$ cat src/shared/fspd_pkg.sv
// fspd_pkg: constants and types for the status and write-protection block.
// assumes a 4 MB array addressed by 22-bit byte addresses and an AHB-Lite register bus.
package fspd_pkg;

  // array geometry
  localparam int          ADDR_W       = 22;
  localparam logic [22:0] ARRAY_BYTES  = 23'h400000;  // 4 MB
  localparam logic [22:0] BLOCK_BYTES  = 23'h010000;  // 64 KB
  localparam logic [22:0] SECTOR_BYTES = 23'h001000;  // 4 KB
  localparam int          LOCK_W       = 3;
  localparam int          RANGE_W      = 3;

  // register byte offsets
  localparam logic [7:0] REG_STATUS   = 8'h00;
  localparam logic [7:0] REG_CMD      = 8'h04;
  localparam logic [7:0] REG_OP_START = 8'h08;
  localparam logic [7:0] REG_OP_END   = 8'h0c;
  localparam logic [7:0] REG_OP_CTRL  = 8'h10;
  localparam logic [7:0] REG_RESULT   = 8'h14;
  localparam logic [7:0] REG_LINK     = 8'h18;

  // status word bit positions
  localparam int BIT_PAUSED      = 15;
  localparam int BIT_INVERT      = 14;
  localparam int LOCK_LSB        = 11;
  localparam int BIT_FOUR_LANE   = 9;
  localparam int BIT_STATUS_LOCK = 7;
  localparam int BIT_SMALL       = 6;
  localparam int BIT_LOW_END     = 5;
  localparam int RANGE_LSB       = 2;
  localparam int BIT_WEL         = 1;

  // op control, result and link fields
  localparam int BIT_OP_GO     = 0;
  localparam int BIT_OP_SECREG = 1;
  localparam int SEC_IDX_LSB   = 2;
  localparam int BIT_RES_DONE  = 0;
  localparam int BIT_RES_OK    = 1;
  localparam int BIT_RES_BAD   = 2;
  localparam int BIT_LINK_DRV  = 8;
  localparam int BIT_LINK_PAUS = 9;
  localparam int BIT_LINK_GRD  = 10;

  // command codes written to the command register
  localparam logic [7:0] CMD_WRITE_ENABLE  = 8'h06;
  localparam logic [7:0] CMD_WRITE_DISABLE = 8'h04;
  localparam logic [7:0] CMD_SUSPEND       = 8'h75;
  localparam logic [7:0] CMD_RESUME        = 8'h7a;

  // protect-range field codes
  localparam logic [2:0] RANGE_NONE = 3'h0;
  localparam logic [2:0] RANGE_ALL  = 3'h7;

  // one contiguous protected window
  typedef struct packed {
    logic              valid;
    logic [ADDR_W-1:0] lo;
    logic [ADDR_W-1:0] hi;
  } fspd_range_type;

endpackage : fspd_pkg

$ cat src/hw/fspd_status_protect.sv
// fspd_status_protect: status fields, lock bits, four-lane mode and range protection.
// assumes an AHB-Lite master on clk, pins and serial clock asynchronous to clk.
// Function
// RULE1: suspend command 75h sets read-only paused flag at status bit 15.
// RULE2: resume command 7Ah or power-up reset clears the paused flag.
// RULE3: three lock bits at status 13..11, reset to zero, all unlocked.
// RULE4: each lock bit may be set by status write and never clears; here rst_n clears otpLockBits_ff to zero.
// RULE5: locked security register refuses every program or erase.
// RULE6: four-lane bit at status 9 defaults 0; guard and pause pins active.
// RULE7: four-lane set turns guard and pause pins into data lines two, three.
// RULE8: host must not set four-lane when guard or pause pins are strapped.
// RULE9: without small granule, range codes protect none, 64KB multiples, or all.
// RULE10: with small granule, codes protect 4, 8, 16 or 32KB at one end.
// RULE11: program or erase touching any protected address is ignored, array untouched.
// RULE12: three protect-range bits at status 4..2, reset zero, nothing protected.
// RULE13: invert bit at status 14 swaps protected and writable regions.
// RULE14: host issues write enable before status write, program or erase.
// RULE15: whole start..end span is checked against protection before any change.
//
// Implementation choices: the register addresses and the AHB-Lite interface to the registers.
`timescale 1ns/1ps
module fspd_status_protect
  import fspd_pkg::*;
(
  // clock and reset
  input  wire logic        clk,
  input  wire logic        rst_n,
  // ahb-lite slave
  input  wire logic        hsel,
  input  wire logic [31:0] haddr,
  input  wire logic [1:0]  htrans,
  input  wire logic        hwrite,
  input  wire logic [2:0]  hsize,
  input  wire logic [31:0] hwdata,
  input  wire logic        hready,
  output logic             hreadyout,
  output logic [31:0]      hrdata,
  output logic             hresp,
  // serial link pins
  input  wire logic        serialClk,
  input  wire logic        guardPin_n,
  input  wire logic        pausePin_n,
  input  wire logic        dataLineTwoIn,
  output logic             dataLineTwoOut,
  output logic             dataLineTwoOe_n,
  input  wire logic        dataLineThreeIn,
  output logic             dataLineThreeOut,
  output logic             dataLineThreeOe_n,
  // accepted array operation
  output logic             arrayWriteGo,
  output logic [ADDR_W-1:0] arrayStart,
  output logic [ADDR_W-1:0] arrayEnd
);

  // protected window from the range fields
  function automatic fspd_range_type decode_range(input logic [2:0] code,
                                                  input logic       fineGrain,
                                                  input logic       lowEnd,
                                                  input logic       invert);
    logic [22:0]    size;
    logic [2:0]     shift;
    fspd_range_type r;
    size  = '0;
    shift = '0;
    r     = '0;
    if (code == RANGE_ALL) begin
      size = ARRAY_BYTES;
    end else if (code != RANGE_NONE && fineGrain) begin
      shift = (code >= 3'h4) ? 3'h3 : code - 3'h1; // 10x both give 32KB
      size  = SECTOR_BYTES << shift;
    end else if (code != RANGE_NONE) begin
      shift = code - 3'h1;
      size  = BLOCK_BYTES << shift;
    end
    if (!invert) begin
      r.valid = (size != '0);
      r.lo    = lowEnd ? '0 : ADDR_W'(ARRAY_BYTES - size);
      r.hi    = lowEnd ? ADDR_W'(size - 23'h1) : ADDR_W'(ARRAY_BYTES - 23'h1);
    end else begin
      r.valid = (size != ARRAY_BYTES);
      r.lo    = lowEnd ? ADDR_W'(size) : '0;
      r.hi    = lowEnd ? ADDR_W'(ARRAY_BYTES - 23'h1) : ADDR_W'(ARRAY_BYTES - size - 23'h1);
    end
    return r;
  endfunction : decode_range

  // status fields
  logic              pausedOpFlag_ff;
  logic              invertProtection_ff;
  logic [LOCK_W-1:0] otpLockBits_ff;
  logic              fourLaneEnable_ff;
  logic              statusLockModeLow_ff;
  logic              smallGranuleSelect_ff;
  logic              protectFromLowEnd_ff;
  logic [RANGE_W-1:0] protectRange_ff;
  logic              writeEnableLatch_ff;
  // operation and link registers
  logic [ADDR_W-1:0] opStart_ff;
  logic [ADDR_W-1:0] opEnd_ff;
  logic [2:0]        result_ff;
  logic              arrayGo_ff;
  logic [ADDR_W-1:0] arrayStart_ff;
  logic [ADDR_W-1:0] arrayEnd_ff;
  logic [1:0]        txBits_ff;
  logic              linkDrive_ff;
  logic [7:0]        rxShift_ff;
  logic              lineTwoOut_ff;
  logic              lineThreeOut_ff;
  // bus phase registers
  logic              wrPend_ff;
  logic              rdPend_ff;
  logic [7:0]        phaseAddr_ff;
  logic [31:0]       rdata_ff;
  // synchronisers
  logic [4:0]        syncA_ff;
  logic [4:0]        syncB_ff;
  logic              sclkPrev_ff;

  // bus decode
  wire        addrPhase = hsel & htrans[1] & hready;
  wire        wrStrobe  = wrPend_ff;
  wire        regStatus = wrStrobe && phaseAddr_ff == REG_STATUS;
  wire        regCmd    = wrStrobe && phaseAddr_ff == REG_CMD;
  wire        regStart  = wrStrobe && phaseAddr_ff == REG_OP_START;
  wire        regEnd    = wrStrobe && phaseAddr_ff == REG_OP_END;
  wire        regOpCtl  = wrStrobe && phaseAddr_ff == REG_OP_CTRL;
  wire        regLink   = wrStrobe && phaseAddr_ff == REG_LINK;
  wire [7:0]  cmdCode   = hwdata[7:0];

  // synchronised pins
  wire sclkS       = syncB_ff[0];
  wire guardS_n    = syncB_ff[1];
  wire pauseS_n    = syncB_ff[2];
  wire lineTwoS    = syncB_ff[3];
  wire lineThreeS  = syncB_ff[4];
  wire sclkRise    = sclkS & ~sclkPrev_ff;
  wire sclkFall    = ~sclkS & sclkPrev_ff;

  // pin function by lane mode
  wire pauseActive = ~fourLaneEnable_ff & ~pauseS_n;                 // [RULE6] [RULE7]
  wire guardBlock  = ~fourLaneEnable_ff & statusLockModeLow_ff & ~guardS_n; // [RULE6]

  // commands and status write
  wire cmdSuspend  = regCmd && cmdCode == CMD_SUSPEND;
  wire cmdResume   = regCmd && cmdCode == CMD_RESUME;
  wire cmdWen      = regCmd && cmdCode == CMD_WRITE_ENABLE;
  wire cmdWdis     = regCmd && cmdCode == CMD_WRITE_DISABLE;
  wire statusTake  = regStatus & writeEnableLatch_ff & ~guardBlock;

  // protection check of the requested operation
  fspd_range_type prot;
  assign prot = decode_range(protectRange_ff, smallGranuleSelect_ff,
                             protectFromLowEnd_ff, invertProtection_ff); // [RULE9] [RULE10] [RULE13]
  wire       opGo      = regOpCtl & hwdata[BIT_OP_GO];
  wire       opSecReg  = hwdata[BIT_OP_SECREG];
  wire [1:0] secIdx    = hwdata[SEC_IDX_LSB +: 2];
  wire [LOCK_W:0] lockVec = {otpLockBits_ff, 1'b1};  // index 0 reads as locked
  wire       secLocked = lockVec[secIdx];                                     // [RULE5]
  wire       spanOk    = opStart_ff <= opEnd_ff;
  wire       overlap   = prot.valid && opStart_ff <= prot.hi && opEnd_ff >= prot.lo; // [RULE15]
  wire       opAllowed = writeEnableLatch_ff &&
                         (opSecReg ? !secLocked : (spanOk && !overlap));    // [RULE11] [RULE14]

  // read mux
  wire [31:0] statusWord = {16'h0000, pausedOpFlag_ff, invertProtection_ff, otpLockBits_ff,
                            1'b0, fourLaneEnable_ff, 1'b0, statusLockModeLow_ff,
                            smallGranuleSelect_ff, protectFromLowEnd_ff, protectRange_ff,
                            writeEnableLatch_ff, 1'b0};
  wire [31:0] linkWord   = {21'h000000, ~guardS_n, pauseActive, linkDrive_ff, rxShift_ff};
  wire [31:0] readMux    =
    (phaseAddr_ff == REG_STATUS)   ? statusWord :
    (phaseAddr_ff == REG_OP_START) ? {10'h000, opStart_ff} :
    (phaseAddr_ff == REG_OP_END)   ? {10'h000, opEnd_ff} :
    (phaseAddr_ff == REG_RESULT)   ? {29'h00000000, result_ff} :
    (phaseAddr_ff == REG_LINK)     ? linkWord : 32'h00000000;

  // bus outputs: reads take one wait state
  assign hreadyout = ~rdPend_ff;
  assign hrdata    = rdata_ff;
  assign hresp     = 1'b0;

  // link pins: data lanes only exist in four-lane mode
  assign dataLineTwoOut    = lineTwoOut_ff;
  assign dataLineThreeOut  = lineThreeOut_ff;
  assign dataLineTwoOe_n   = ~(fourLaneEnable_ff & linkDrive_ff);    // [RULE7]
  assign dataLineThreeOe_n = ~(fourLaneEnable_ff & linkDrive_ff);    // [RULE7]
  assign arrayWriteGo      = arrayGo_ff;
  assign arrayStart        = arrayStart_ff;
  assign arrayEnd          = arrayEnd_ff;

  // bus phase tracking
  always_ff @(posedge clk or negedge rst_n) begin
    if (!rst_n) begin
      wrPend_ff    <= 1'b0;
      rdPend_ff    <= 1'b0;
      phaseAddr_ff <= 8'h00;
      rdata_ff     <= 32'h00000000;
    end else begin
      wrPend_ff <= addrPhase & hwrite;
      rdPend_ff <= addrPhase & ~hwrite;
      if (addrPhase) phaseAddr_ff <= {haddr[7:2], 2'b00};
      if (rdPend_ff) rdata_ff <= readMux;
    end
  end

  // pin synchronisers
  always_ff @(posedge clk or negedge rst_n) begin
    if (!rst_n) begin
      syncA_ff    <= 5'h06;
      syncB_ff    <= 5'h06;
      sclkPrev_ff <= 1'b0;
    end else begin
      syncA_ff    <= {dataLineThreeIn, dataLineTwoIn, pausePin_n, guardPin_n, serialClk};
      syncB_ff    <= syncA_ff;
      sclkPrev_ff <= sclkS;
    end
  end

  // paused flag, set wins over clear
  always_ff @(posedge clk or negedge rst_n) begin
    if (!rst_n) pausedOpFlag_ff <= 1'b0;                             // [RULE2]
    else if (cmdSuspend) pausedOpFlag_ff <= 1'b1;                    // [RULE1]
    else if (cmdResume) pausedOpFlag_ff <= 1'b0;                     // [RULE2]
  end

  // write enable latch
  always_ff @(posedge clk or negedge rst_n) begin
    if (!rst_n) writeEnableLatch_ff <= 1'b0;
    else if (cmdWen) writeEnableLatch_ff <= 1'b1;
    else if (cmdWdis | statusTake | opGo) writeEnableLatch_ff <= 1'b0; // [RULE14]
  end

  // configuration fields written by the status write
  always_ff @(posedge clk or negedge rst_n) begin
    if (!rst_n) begin
      invertProtection_ff   <= 1'b0;
      otpLockBits_ff        <= '0;                                   // [RULE3]
      fourLaneEnable_ff     <= 1'b0;                                 // [RULE6]
      statusLockModeLow_ff  <= 1'b0;
      smallGranuleSelect_ff <= 1'b0;
      protectFromLowEnd_ff  <= 1'b0;
      protectRange_ff       <= RANGE_NONE;                           // [RULE12]
    end else if (statusTake) begin
      invertProtection_ff   <= hwdata[BIT_INVERT];                   // [RULE13]
      otpLockBits_ff        <= otpLockBits_ff | hwdata[LOCK_LSB +: LOCK_W]; // [RULE4]
      fourLaneEnable_ff     <= hwdata[BIT_FOUR_LANE];
      statusLockModeLow_ff  <= hwdata[BIT_STATUS_LOCK];
      smallGranuleSelect_ff <= hwdata[BIT_SMALL];
      protectFromLowEnd_ff  <= hwdata[BIT_LOW_END];
      protectRange_ff       <= hwdata[RANGE_LSB +: RANGE_W];         // [RULE12]
    end
  end

  // operation span registers
  always_ff @(posedge clk or negedge rst_n) begin
    if (!rst_n) begin
      opStart_ff <= '0;
      opEnd_ff   <= '0;
    end else begin
      if (regStart) opStart_ff <= hwdata[ADDR_W-1:0];
      if (regEnd) opEnd_ff <= hwdata[ADDR_W-1:0];
    end
  end

  // verdict and release of the operation to the array
  always_ff @(posedge clk or negedge rst_n) begin
    if (!rst_n) begin
      result_ff     <= 3'h0;
      arrayGo_ff    <= 1'b0;
      arrayStart_ff <= '0;
      arrayEnd_ff   <= '0;
    end else begin
      arrayGo_ff <= opGo & opAllowed & ~opSecReg;                    // [RULE11]
      if (opGo) begin
        result_ff     <= {~opAllowed, opAllowed, 1'b1};
        arrayStart_ff <= opSecReg ? '0 : opStart_ff;
        arrayEnd_ff   <= opSecReg ? '0 : opEnd_ff;
      end
    end
  end

  // link lanes on serial clock edges, frozen while paused
  always_ff @(posedge clk or negedge rst_n) begin
    if (!rst_n) begin
      txBits_ff       <= 2'h0;
      linkDrive_ff    <= 1'b0;
      rxShift_ff      <= 8'h00;
      lineTwoOut_ff   <= 1'b0;
      lineThreeOut_ff <= 1'b0;
    end else begin
      if (regLink) begin
        txBits_ff    <= hwdata[1:0];
        linkDrive_ff <= hwdata[BIT_LINK_DRV];
      end
      if (sclkRise & fourLaneEnable_ff) rxShift_ff <= {rxShift_ff[5:0], lineThreeS, lineTwoS};
      if (sclkFall & ~pauseActive) begin
        lineTwoOut_ff   <= txBits_ff[0];
        lineThreeOut_ff <= txBits_ff[1];
      end
    end
  end

  // checks
  a_suspend_sets: assert property (@(posedge clk) disable iff (!rst_n) // [RULE1]
    cmdSuspend |=> pausedOpFlag_ff && statusWord[BIT_PAUSED])
    else $error("suspend did not set paused flag");

  a_resume_clears: assert property (@(posedge clk) disable iff (!rst_n) // [RULE2]
    cmdResume |=> !pausedOpFlag_ff)
    else $error("resume did not clear paused flag");

  a_lock_sticky: assert property (@(posedge clk) disable iff (!rst_n) // [RULE4]
    ($past(otpLockBits_ff) & ~otpLockBits_ff) == '0)
    else $error("lock bit returned to zero");

  a_locked_refused: assert property (@(posedge clk) disable iff (!rst_n) // [RULE5]
    (opGo && opSecReg && secLocked) |=> result_ff[BIT_RES_BAD] && !arrayGo_ff)
    else $error("locked security register accepted");

  a_lanes_released: assert property (@(posedge clk) disable iff (!rst_n) // [RULE7]
    !fourLaneEnable_ff |-> dataLineTwoOe_n && dataLineThreeOe_n && !pauseActive == pauseS_n)
    else $error("data lanes driven outside four-lane mode");

  a_range_all: assert property (@(posedge clk) disable iff (!rst_n) // [RULE9]
    (protectRange_ff == RANGE_ALL && !invertProtection_ff) |->
      prot.valid && prot.lo == '0 && prot.hi == ADDR_W'(ARRAY_BYTES - 23'h1))
    else $error("all-array code decoded wrongly");

  a_small_top: assert property (@(posedge clk) disable iff (!rst_n) // [RULE10]
    (protectRange_ff == 3'h1 && smallGranuleSelect_ff && !protectFromLowEnd_ff &&
     !invertProtection_ff) |-> prot.lo == ADDR_W'(ARRAY_BYTES - SECTOR_BYTES))
    else $error("smallest top window decoded wrongly");

  a_overlap_drops: assert property (@(posedge clk) disable iff (!rst_n) // [RULE11]
    (opGo && !opSecReg && overlap) |=> !arrayGo_ff ##1 !arrayGo_ff)
    else $error("protected span reached the array");

  a_invert_all: assert property (@(posedge clk) disable iff (!rst_n) // [RULE13]
    (protectRange_ff == RANGE_ALL && invertProtection_ff) |-> !prot.valid)
    else $error("inverted all-array still protects");

  a_wel_needed: assert property (@(posedge clk) disable iff (!rst_n) // [RULE14]
    (regStatus && !writeEnableLatch_ff) |=> $stable(protectRange_ff))
    else $error("status write taken without write enable");

endmodule : fspd_status_protect

$ cat config.mk
export PLATFORM = sky130hd
export DESIGN_NAME = fspd_status_protect
export DESIGN_NICKNAME = d
export VERILOG_FILES = /design/src/shared/fspd_pkg.sv /design/src/hw/fspd_status_protect.sv
export SDC_FILE = /design/constraint.sdc
export NUM_CORES = 1
export LEC_CHECK = 0
export BUFFER_PORTS_ARGS = -buffer_cell sky130_fd_sc_hd__buf_2
export CORE_UTILIZATION = 51
export DETAILED_ROUTE_END_ITERATION = 10
export GPL_TIMING_DRIVEN = 0
export PLACE_DENSITY = 0.88
export SLEW_MARGIN = 20
export SYNTH_ARGS = -nofsm -noshare
export SYNTH_HDL_FRONTEND = slang
export SYNTH_SLANG_ARGS = --single-unit
export TNS_END_PERCENT = 20
$ cat constraint.sdc
create_clock -name clk -period 5.1 [get_ports clk]
set_input_delay 0 -clock clk [delete_from_list [all_inputs] [get_ports clk]]
set_output_delay 0 -clock clk [all_outputs]
set_load 0.05 [all_outputs]
==> results.yml, run 1 <==
clocking:
  cts_root_buf: "sky130_fd_sc_hd__clkbuf_16"
  sinks_on_the_clock_net: 159
  worst_setup_hold_path_clk_slew_ns: 0.06
  cts-buffers-inserted: 17
  h_tree_depth_reported_by_cts: 4
  clk_path_buf_depth: 2
  cts_tree: "done"
  worstSkewPairLatency_ns: 0.44
drt:
  route.detailed.vias_per_inst: 5.883
  ant_nets: 0
  drtPass1Iterations: 6
  routed_wirelength_mm: 22.88
  drt_first_iter_violations: 720
  wirelength_met1_mm: 9.515
  maxUsedRoutingLayer: "met4"
  number_of_design_rule_violations_left_after_detail_routing: 0
  avgRoutedWirePerCell_um: 18.88
  routed-wl-met3_mm: 1.741
  wl_met2_mm: 10.57
  total_vias_in_the_final_route: 7130
critical_path:
  timing.critical_path.slowest_stage_cell: "sky130_fd_sc_hd__or4_1"
  crit_type: "flop to flop"
  worstSetupEndpointType: "flop"
  required_ns: 5.47
  worst_ep_arrival_time_ns: 5.28
  path_max_fanout: 10
  critPathMostFrequentCell: "sky130_fd_sc_hd__ha_1"
  worst_path_dominant_cell_family: "compound AO/OA/AOI/OAI gates"
  crit-reg2reg-launch: "protectRange_ff[0]"
  start_kind: "flop"
  critPathLaunch: "protectRange_ff[0]"
  worstPathBufferInverterCount: 2
  cpPeakStageDelay_ns: 0.53
  crit_path_cell_trace: "inv_4 > ha_1 > ha_2 > buf_4 > o31ai_4 > nand4b_1 > ha_1 > nor2b_1 > mux2_4 > mux2i_1 > nand3_1 > o21a_1 > o22ai_1 > ha_1 > nand4_1 > or4_1 > nor3_2 > o22ai_1 > o311ai_4 > o211a_1"
cells_and_area:
  area.sequential_sq_mm: 0.003985
  nets: 1112
  synthToLayoutAreaGrowth_pct: 22.29
  layout.core_utilization: 0.6433
  antenna_cells_inserted: 0
  multiInputGateArea_sq_mm: 0.004091
  post_route_cells_drive_above_1_share: 0.2500
  fillerInstances: 1178
  fin_cells: 1212
status:
  outcome: "finished clean"
place:
  port_buffers: 109
  place_congestion: 0.8953
  hpwl_after_dpl_mm: 16.65
  placed_cells: 1140
pwr:
  clock_power_share: 0.372
  cellLeakagePower_nw: 4.876
  share_seq_of_total_power: 0.450
  cellPowerDensity_mw_per_mm2: 316.3
  sw_frac_of_total: 0.3047
  ir_worst_vdd_mv: 0.2357
  internal_power_w: 0.002255
  combinationalPowerShare: 0.178
  p_switching_w: 0.0009884
global_routing:
  grt.overflow.total: 0
  grt_max_degree: 108
  grtUsageTotal: 0.2821
  grt_pass1_wl_mm: 35.96
  grt_antenna_before_repair: 0
  grt_pass1_vias: 6825
synthesis:
  synth_area_leaders: "sky130_fd_sc_hd__dfrtp_1 (46%), sky130_fd_sc_hd__mux2_2 (8.2%), sky130_fd_sc_hd__ha_1 (7.5%), sky130_fd_sc_hd__nand2_1 (4.7%), sky130_fd_sc_hd__nor2_1 (2.2%)"
  synth_top_cells_by_count: "sky130_fd_sc_hd__dfrtp_1 (155), sky130_fd_sc_hd__nand2_1 (105), sky130_fd_sc_hd__mux2_2 (61)"
  synth_cells: 804
  synth_xor_area_frac: 0.01358
  async_flop_share: 1.000
  number_of_warnings_reported_in_the_yosys_synthesis_log: 0
  number_of_distinct_standard_cells_referenced_by_the_synthesized_netlist: 69
  post_synth_mux_area_share: 0.1016
  synth_most_common_cell: "sky130_fd_sc_hd__dfrtp_1"
  yosysTopAreaCell: "sky130_fd_sc_hd__dfrtp_1"
  synth_flop_cell: "sky130_fd_sc_hd__dfrtp_1"
  compound_gate_portion_of_the_synthesized_area: 0.1459
  synth_seq_cells: 159
  synth_top_family_by_area: "compound AO/OA/AOI/OAI gates"
  yosys.area_share.adder: 0.07459
  synth.yosys.seq_area_share: 0.4750
  synth_simple_gate_area_frac: 0.1432
  syn_area_sq_mm: 0.008387
  synth_enable_flop_cells: 0
  syn_area_per_cell_sq_um: 10.43
  synth.top_cell.area_share: 0.4625
run:
  maxCapViolations: 0
timing:
  min_period_ns: 4.914
  timing.fmax_ghz: 0.2035
  worst_slew_pin_slew_ns: 0.6550
  rsz0062_at_grt: "no"
  finalHoldViolCount: 0
  min_period_over_period: 0.9635
  fin_worst_skew_ns: 0.01213
  finalMaxSlewViolations: 0
  setup_violations: 0
  rel_slew_slack: 0.5633
floorplan:
  floorplan.die.height_um: 130.2
  ios: 162
  dieArea_sq_mm: 0.01696
  die_w_um: 130.2
  floorplan.rows: 46
  coreArea_sq_mm: 0.01594
  initial_cell_density_of_the_core: 0.5261
hold_path:
  worst_hold_path_type: "primary input to flop"
  worst_hold_launch: "htrans[1]"
## layer usage
| layer | vias to the layer above | track usage |
|---|---|---|
| li1 | 3231 | - |
| met1 | 3413 | 0.3648 |
| met2 | 400 | 0.4431 |
| met3 | 86 | 0.06109 |
| met4 | 0 | 0.1532 |
| met5 | - | 0 |
## registers in the layout (all words and copies together) (netlist names), 2 cells and up
register         cells
arrayEnd            22
arrayStart          22
hrdata              22
opEnd_ff            22
opStart_ff          22
rxShift_ff           8
phaseAddr_ff         6
syncA_ff             5
syncB_ff             5
otpLockBits_ff       3
protectRange_ff      3
result_ff            3
txBits_ff            2
## through the flow
step                cell area [sq um]  TNS, ns  hold slack [ns]  setup slack, ns  total power, W
CTS                             10220        0          0.03535          0.01119        0.003238
global route                    10260        0          0.05735         0.004030        0.003358
finish                          10260        0          0.02696           0.1859        0.003244
global placement                 9240   -1.783           0.1076          -0.6234        0.001993
detailed placement               9278   -2.182         -0.06040          -0.7603        0.002019
floorplan                        8424        0          -0.2956           0.2776        0.001828
## power by group through the flow
stage	clock network (W)	registers, W	logic (W)
2_1_floorplan	0	0.00160	0.000230
3_3_place_gp	0	0.00147	0.000521
3_5_place_dp	0	0.00147	0.000545
4_1_cts	0.00121	0.00145	0.000571
5_1_grt	0.00127	0.00147	0.000620
6_report	0.00121	0.00146	0.000577
## cells in the final DEF, fill, tap and decap left out, types with 6 or more instances in the layout
cell type and instances:
sky130_fd_sc_hd__a21o_1 6, sky130_fd_sc_hd__a21oi_1 30, sky130_fd_sc_hd__a221oi_1 10, sky130_fd_sc_hd__a22oi_1 19, sky130_fd_sc_hd__a31oi_1 8, sky130_fd_sc_hd__buf_2 113
sky130_fd_sc_hd__buf_4 20, sky130_fd_sc_hd__clkbuf_1 38, sky130_fd_sc_hd__clkbuf_16 17, sky130_fd_sc_hd__conb_1 11, sky130_fd_sc_hd__dfrtp_1 154, sky130_fd_sc_hd__dlygate4sd3_1 34
sky130_fd_sc_hd__ha_1 49, sky130_fd_sc_hd__inv_1 29, sky130_fd_sc_hd__mux2_2 61, sky130_fd_sc_hd__mux2i_1 8, sky130_fd_sc_hd__nand2_1 105, sky130_fd_sc_hd__nand2b_1 6
sky130_fd_sc_hd__nand3_1 16, sky130_fd_sc_hd__nand4_1 10, sky130_fd_sc_hd__nor2_1 50, sky130_fd_sc_hd__nor3_1 9, sky130_fd_sc_hd__o21ai_0 14, sky130_fd_sc_hd__o21ai_1 27
sky130_fd_sc_hd__o22ai_1 10, sky130_fd_sc_hd__o31ai_1 24, sky130_fd_sc_hd__xnor2_1 10
## tightest hold or removal path: stages
cell                      delay, ns
sky130_fd_sc_hd__buf_2         0.10
sky130_fd_sc_hd__nand3_1       0.26
sky130_fd_sc_hd__nor2_1        0.07
## layout make-up
type	count	area share
multi-input combinational	570	0.3989
sequential	159	0.3886
timing repair buffer	150	0.09442
clock buffer	27	0.04807
tap	216	0.02635
buffer	52	0.02550
inverter	33	0.01232
clock inverter	5	0.005856
## worst paths after layout
kind                                   to  slack [ns]  cells after the start
max                          result_ff[2]        0.19                     20
min                             wrPend_ff        0.03                      3
max reg2reg                  result_ff[2]        0.19                     20
min reg2reg                   syncB_ff[4]        0.35                      0
max in group asynchronous    arrayWriteGo        4.17                      3
min in group asynchronous  dataLineTwoOut        0.08                      2
## repair_timing
action	CTS	global route
setup endpoints to repair	3	3
hold buffers	34	0
gates resized for setup	4	6
pin swaps	3	6
hold endpoints to repair	229	0
buffers inserted	3	3
## kinds of logic (layout without fill, tap and decap cells)
family / count (synthesis) / count (layout)
flops: 159 / 159
xor+xnor: 13 / 13
buf+inv: 85 / 267
fa+ha+maj: 50 / 50
mux: 76 / 76
other cells: 1 / 11
simple gates: 242 / 242
compound gates: 178 / 178
Power figures use the tool's default switching activity.
==> run 2: changes to the inputs <==
--- a/config.mk
+++ b/config.mk
@@ -6,10 +6,10 @@
 export NUM_CORES = 1
 export LEC_CHECK = 0
 export BUFFER_PORTS_ARGS = -buffer_cell sky130_fd_sc_hd__buf_2
-export CORE_UTILIZATION = 51
+export CORE_UTILIZATION = 45
 export DETAILED_ROUTE_END_ITERATION = 10
 export GPL_TIMING_DRIVEN = 0
-export PLACE_DENSITY = 0.88
+export PLACE_DENSITY = 0.81
 export SLEW_MARGIN = 20
 export SYNTH_ARGS = -nofsm -noshare
 export SYNTH_HDL_FRONTEND = slang
==> results.yml, run 2 (synthesis gave the netlist of run 1 again) <==
timing:
  rel_slew_slack: 0.5728
  finalMaxSlewViolations: 0
  worst_slew_pin_slew_ns: 0.6408
  post-route-worst-setup-slack_ns: 0.2803
  worst_hold_slack_ns: 0.01132
  min_period_over_period: 0.9450
  min_period_ns: 4.820
  finalHoldViolCount: 0
  setup_violations: 0
  fin_worst_skew_ns: 0.01158
  timing.fmax_ghz: 0.2075
  rsz0062_at_grt: "no"
floorplan:
  dieArea_sq_mm: 0.01919
  ios: 162
  initial_cell_density_of_the_core: 0.4637
  coreArea_sq_mm: 0.01809
  die_w_um: 138.5
  floorplan.die.height_um: 138.5
  floorplan.rows: 49
critical_path:
  cpPeakStageDelay_ns: 0.55
  crit_type: "flop to flop"
  worstSetupEndpointType: "flop"
  worst_ep_arrival_time_ns: 5.19
  crit_path_cell_trace: "inv_4 > ha_1 > ha_4 > buf_6 > o31ai_4 > nand4b_1 > ha_1 > nor2b_1 > mux2_4 > nand4_4 > nor3_2 > xnor2_1 > o22ai_1 > ha_1 > nand4_1 > or4_1 > nor3_2 > o22ai_1 > o311ai_2 > buf_4 > o211a_1"
  start_kind: "flop"
  required_ns: 5.47
  path_max_fanout: 10
  timing.critical_path.slowest_stage_cell: "sky130_fd_sc_hd__or4_1"
  critPathMostFrequentCell: "sky130_fd_sc_hd__ha_1"
drt:
  routed_wirelength_mm: 23.33
  route.detailed.vias_per_inst: 5.787
  number_of_design_rule_violations_left_after_detail_routing: 25
  drt_first_iter_violations: 566
  avgRoutedWirePerCell_um: 19.03
  total_vias_in_the_final_route: 7095
  drtPass1Iterations: 8
  ant_nets: 0
clocking:
  worstSkewPairLatency_ns: 0.44
  sinks_on_the_clock_net: 159
  h_tree_depth_reported_by_cts: 4
  clk_path_buf_depth: 2
  worst_setup_hold_path_clk_slew_ns: 0.07
  cts_tree: "done"
  cts_root_buf: "sky130_fd_sc_hd__clkbuf_16"
  cts-buffers-inserted: 17
pwr:
  cellLeakagePower_nw: 4.917
  internal_power_w: 0.002419
  ir_worst_vdd_mv: 0.2407
  p_switching_w: 0.001037
  cellPowerDensity_mw_per_mm2: 332.8
  combinationalPowerShare: 0.166
  sw_frac_of_total: 0.3001
  share_seq_of_total_power: 0.423
  clock_power_share: 0.411
cells_and_area:
  synthToLayoutAreaGrowth_pct: 23.80
  antenna_cells_inserted: 0
  post_route_cells_drive_above_1_share: 0.2578
  nets: 1113
  mostFrequentLayoutCell: "sky130_fd_sc_hd__dfrtp_1"
  most-common-layout-cells: "sky130_fd_sc_hd__dfrtp_1 (154), sky130_fd_sc_hd__buf_2 (113), sky130_fd_sc_hd__nand2_1 (105)"
global_routing:
  grt.overflow.total: 0
  grt_antenna_before_repair: 0
  grtUsageTotal: 0.2521
  grt_pass1_vias: 7041
  grt_pass1_wl_mm: 37.43
  grt_max_degree: 90
run:
  maxCapViolations: 0
status:
  violations: "design-rule violations"
  outcome: "finished, violations left"
hold_path:
  worst_hold_path_type: "primary input to flop"
place:
  hpwl_after_dpl_mm: 17.02
  place_ws_ns: -0.6364
  place_congestion: 0.9007
  port_buffers: 109
-- run 2: power groups by stage --
stage | Sequential [W] | Clock (W) | Combinational (W)
detailed placement | 0.00148 | 0 | 0.000543
CTS | 0.00146 | 0.00143 | 0.000571
finish | 0.00146 | 0.00142 | 0.000574
floorplan | 0.00160 | 0 | 0.000230
global placement | 0.00147 | 0 | 0.000524
global route | 0.00147 | 0.00149 | 0.000620
-- run 2: metal layers --
metal | routed length [um] | part of all wire | GRT usage | vias up
li1 | - | - | - | 3250
met1 | 9766 | 0.42 | 0.3206 | 3449
met2 | 11140 | 0.48 | 0.4136 | 333
met3 | 1657 | 0.071 | 0.05265 | 63
met4 | 765 | 0.033 | 0.1159 | 0
met5 | 0 | 0 | 0 | -
-- run 2: worst paths after layout --
path | slack (ns) | cells past startpoint | to | startpoint
worst max register to register | 0.28 | 21 | result_ff[2] | protectRange_ff[0]
min in group asynchronous | 0.10 | 2 | dataLineThreeOut | rst_n
max in group asynchronous | 4.19 | 3 | opEnd_ff[17] | rst_n
worst min register to register | 0.35 | 0 | syncB_ff[3] | syncA_ff[3]
worst min-delay path | 0.01 | 3 | wrPend_ff | htrans[1]
worst max-delay path | 0.28 | 21 | result_ff[2] | protectRange_ff[0]
-- run 2: what timing repair did --
action,4_1_cts,5_1_grt
endpoints found under the hold margin,140,0
gates resized for setup,2,8
hold buffers,34,0
pin swaps,3,4
endpoints found under the setup margin,3,3
setup buffers,3,4
-- run 2: critical path, delay by kind of cell (launching register included) --
| kind | cells | cell delay [ns] |
|---|---|---|
| simple gates | 7 | 1.45 |
| fa+ha+maj | 4 | 1.16 |
| compound gates | 5 | 0.90 |
| flops | 1 | 0.46 |
| buf+inv | 3 | 0.45 |
| mux | 1 | 0.20 |
| xor+xnor | 1 | 0.14 |
-- run 2: area by class of cell --
class | instances | area (sq um)
Tap cell | 229 | 286.5
Timing Repair Buffer | 151 | 975.9
Fill cell | 1506 | 7704
Clock inverter | 15 | 231.5
Buffer | 52 | 265.3
Clock buffer | 17 | 425.4
Sequential cell | 159 | 3985
Inverter | 33 | 126.4
Multi-Input combinational cell | 570 | 4086
-- run 2: through the flow --
step / setup TNS (ns) / instance area [sq um] / power (W) / utilization / std cells
after floorplan: 0 / 8424 / 0.001828 / - / 814
after global placement: -2.012 / 9256 / 0.001998 / 0.5118 / 1152
after detailed placement: -1.835 / 9294 / 0.002019 / 0.5139 / 1153
after CTS: 0 / 10320 / 0.003460 / 0.5708 / 1222
after global routing: 0 / 10380 / 0.003577 / 0.5741 / 1226
final: 0 / 10380 / 0.003456 / 0.5741 / 1226
==> run 3: changes to the inputs <==
--- a/config.mk
+++ b/config.mk
@@ -8,7 +8,6 @@
 export BUFFER_PORTS_ARGS = -buffer_cell sky130_fd_sc_hd__buf_2
 export CORE_UTILIZATION = 45
 export DETAILED_ROUTE_END_ITERATION = 10
-export GPL_TIMING_DRIVEN = 0
 export PLACE_DENSITY = 0.81
 export SLEW_MARGIN = 20
 export SYNTH_ARGS = -nofsm -noshare
==> results.yml, run 3 (synthesis gave the netlist of run 1 again) <==
cells_and_area:
  fin_cells: 1179
  most-common-layout-cells: "sky130_fd_sc_hd__dfrtp_1 (155), sky130_fd_sc_hd__buf_2 (109), sky130_fd_sc_hd__nand2_1 (105)"
  synthToLayoutAreaGrowth_pct: 19.65
  area.sequential_sq_mm: 0.003984
  fillerInstances: 1542
  antenna_cells_inserted: 0
  post_route_cells_drive_above_1_share: 0.2505
  nets: 1066
  multiInputGateArea_sq_mm: 0.004069
  mostFrequentLayoutCell: "sky130_fd_sc_hd__dfrtp_1"
clocking:
  cts-buffers-inserted: 17
  cts.repair_timing.setup_buffer_count: 0
  worstSkewPairLatency_ns: 0.43
  cts_tree: "done"
  h_tree_depth_reported_by_cts: 4
  clk_path_buf_depth: 2
  worst_setup_hold_path_clk_slew_ns: 0.07
  sinks_on_the_clock_net: 159
  cts_root_buf: "sky130_fd_sc_hd__clkbuf_16"
timing:
  rel_slew_slack: 0.4345
  fin_worst_skew_ns: 0.01156
  finalMaxSlewViolations: 0
  setup-tns-final_ns: 0
  rsz0062_at_grt: "no"
  worst_slew_pin_slew_ns: 0.8482
  finalHoldViolCount: 0
  timing.fmax_ghz: 0.2080
  min_period_over_period: 0.9429
  min_period_ns: 4.809
  setup_violations: 0
critical_path:
  timing.critical_path.slowest_stage_cell: "sky130_fd_sc_hd__or4_1"
  worst_ep_arrival_time_ns: 5.18
  capturing_point_of_the_worst_reg2reg_path: "result_ff[2]"
  critPathLaunch: "protectRange_ff[1]"
  critPathMostFrequentCell: "sky130_fd_sc_hd__ha_1"
  crit-reg2reg-launch: "protectRange_ff[1]"
  timing.reg2reg.setup_slack_ns: 0.29
  cpPeakStageDelay_ns: 0.53
  start_kind: "flop"
  crit_path_cell_trace: "inv_1 > ha_1 > ha_1 > o31ai_2 > nand4b_1 > ha_1 > nor2b_1 > mux2_4 > nand4_4 > nor3_2 > xnor2_1 > o22ai_1 > ha_1 > nand4_1 > or4_1 > nor3_1 > o22ai_1 > o311ai_2 > o211a_1"
  path_max_fanout: 4
  worst-r2r-cell-count: 19
  required_ns: 5.47
  crit_type: "flop to flop"
  crit_path_end: "result_ff[2]"
  worstSetupEndpointType: "flop"
global_routing:
  layer_carrying_the_most_global_route_usage: "met2"
  grtUsageMet3: 0.05473
  grt.overflow.total: 0
  grt_antenna_before_repair: 0
  grtUsageTotal: 0.2316
  groute.layer.met2.usage: 0.3649
  grt.met1_usage: 0.3133
  grt_pass1_wl_mm: 34.82
  grt_max_degree: 93
  grt_pass1_vias: 6640
pwr:
  cellLeakagePower_nw: 4.762
  ir_worst_vdd_mv: 0.2601
  clock_power_share: 0.389
  combinationalPowerShare: 0.165
  p_switching_w: 0.001023
  cellPowerDensity_mw_per_mm2: 327.4
  sw_frac_of_total: 0.3113
  share_seq_of_total_power: 0.446
  internal_power_w: 0.002263
hold_path:
  worst_hold_path_type: "primary input to flop"
  hold_path_depth: 3
drt:
  route.detailed.vias_per_inst: 5.628
  ant_nets: 0
  number_of_design_rule_violations_left_after_detail_routing: 24
  avgRoutedWirePerCell_um: 18.12
  total_vias_in_the_final_route: 6635
  drtPass1Iterations: 8
  drt_first_iter_violations: 496
  routed_wirelength_mm: 21.37
floorplan:
  ios: 162
  floorplan.die.height_um: 138.5
  initial_cell_density_of_the_core: 0.4637
  dieArea_sq_mm: 0.01919
  coreArea_sq_mm: 0.01809
  floorplan.rows: 49
  die_w_um: 138.5
run:
  maxCapViolations: 0
place:
  hpwl_after_dpl_mm: 15.27
  place_congestion: 0.8770
  port_buffers: 110
  placed_cells: 1113
status:
  outcome: "finished, violations left"
  violations: "design-rule violations"
## run 3: cell types whose count changed in the layout (fill, tap and decap cells not counted), moves of 2 or more
cell,delta
sky130_fd_sc_hd__buf_4,-8
sky130_fd_sc_hd__ha_1,+2
sky130_fd_sc_hd__clkinvlp_4,-2
sky130_fd_sc_hd__buf_2,-4
sky130_fd_sc_hd__nand3_2,+2
sky130_fd_sc_hd__nand3_1,-2
sky130_fd_sc_hd__clkbuf_1,-29
sky130_fd_sc_hd__bufinv_16,-3
## run 3: layer usage
layer	part of all wire	wire length, um	vias to the layer above
met5	0	0	-
met4	0.019	404	0
met3	0.063	1341	31
met2	0.47	9938	263
met1	0.45	9683	3200
li1	-	-	3141
## run 3: worst min-delay path by stage
stage	start	to
6_report	hready	rdPend_ff
5_1_grt	htrans[1]	rdPend_ff
4_1_cts	hready	rdPend_ff
3_5_place_dp	pausePin_n	syncA_ff[2]
3_3_place_gp	pausePin_n	syncA_ff[2]
2_1_floorplan	rst_n	arrayEnd[0]
## run 3: final cells by class
class | instances | share of cell area
Tap cell | 229 | 0.02855
Multi-Input combinational cell | 570 | 0.4055
Sequential cell | 159 | 0.3970
Clock inverter | 13 | 0.01509
Clock buffer | 19 | 0.04314
Inverter | 33 | 0.01234
Timing Repair Buffer | 156 | 0.09838
## run 3: power groups by stage
stage	combinational (W)	clock, W	sequential, W
2_1_floorplan	0.000230	0	0.00160
6_report	0.000543	0.00128	0.00147
5_1_grt	0.000589	0.00135	0.00148
4_1_cts	0.000543	0.00129	0.00146
3_5_place_dp	0.000520	0	0.00148
3_3_place_gp	0.000503	0	0.00148
## run 3: worst max-delay path, delay by kind of cell (launching register included)
kind	cells	cell delay (ns)
adder cells (fa/ha/maj)	4	1.24
flip-flops	1	0.43
buffers and inverters	1	0.12
AND/OR/NAND/NOR	7	1.47
AO/OA/AOI/OAI	5	1.17
XOR/XNOR	1	0.14
multiplexers	1	0.20
## run 3: metrics by stage
step / worst slack [ns] / utilization / cell area, sq um / hold slack [ns] / power (W)
global placement: 0.4576 / 0.5031 / 9100 / 0.1075 / 0.001984
CTS: 0.3088 / 0.5543 / 10020 / 0.004807 / 0.003297
global route: 0.03106 / 0.5548 / 10030 / 0.04447 / 0.003417
floorplan: 0.2776 / - / 8424 / -0.2956 / 0.001828
finish: 0.2913 / 0.5548 / 10030 / 0.009197 / 0.003285
detailed placement: 0.3233 / 0.5031 / 9100 / 0.1069 / 0.002004
## run 3: repair_timing
item | 4_1_cts | 5_1_grt
resized for setup | 0 | 0
endpoints found under the hold margin | 157 | 0
setup endpoints to repair | 0 | 0
hold buffers | 34 | 0
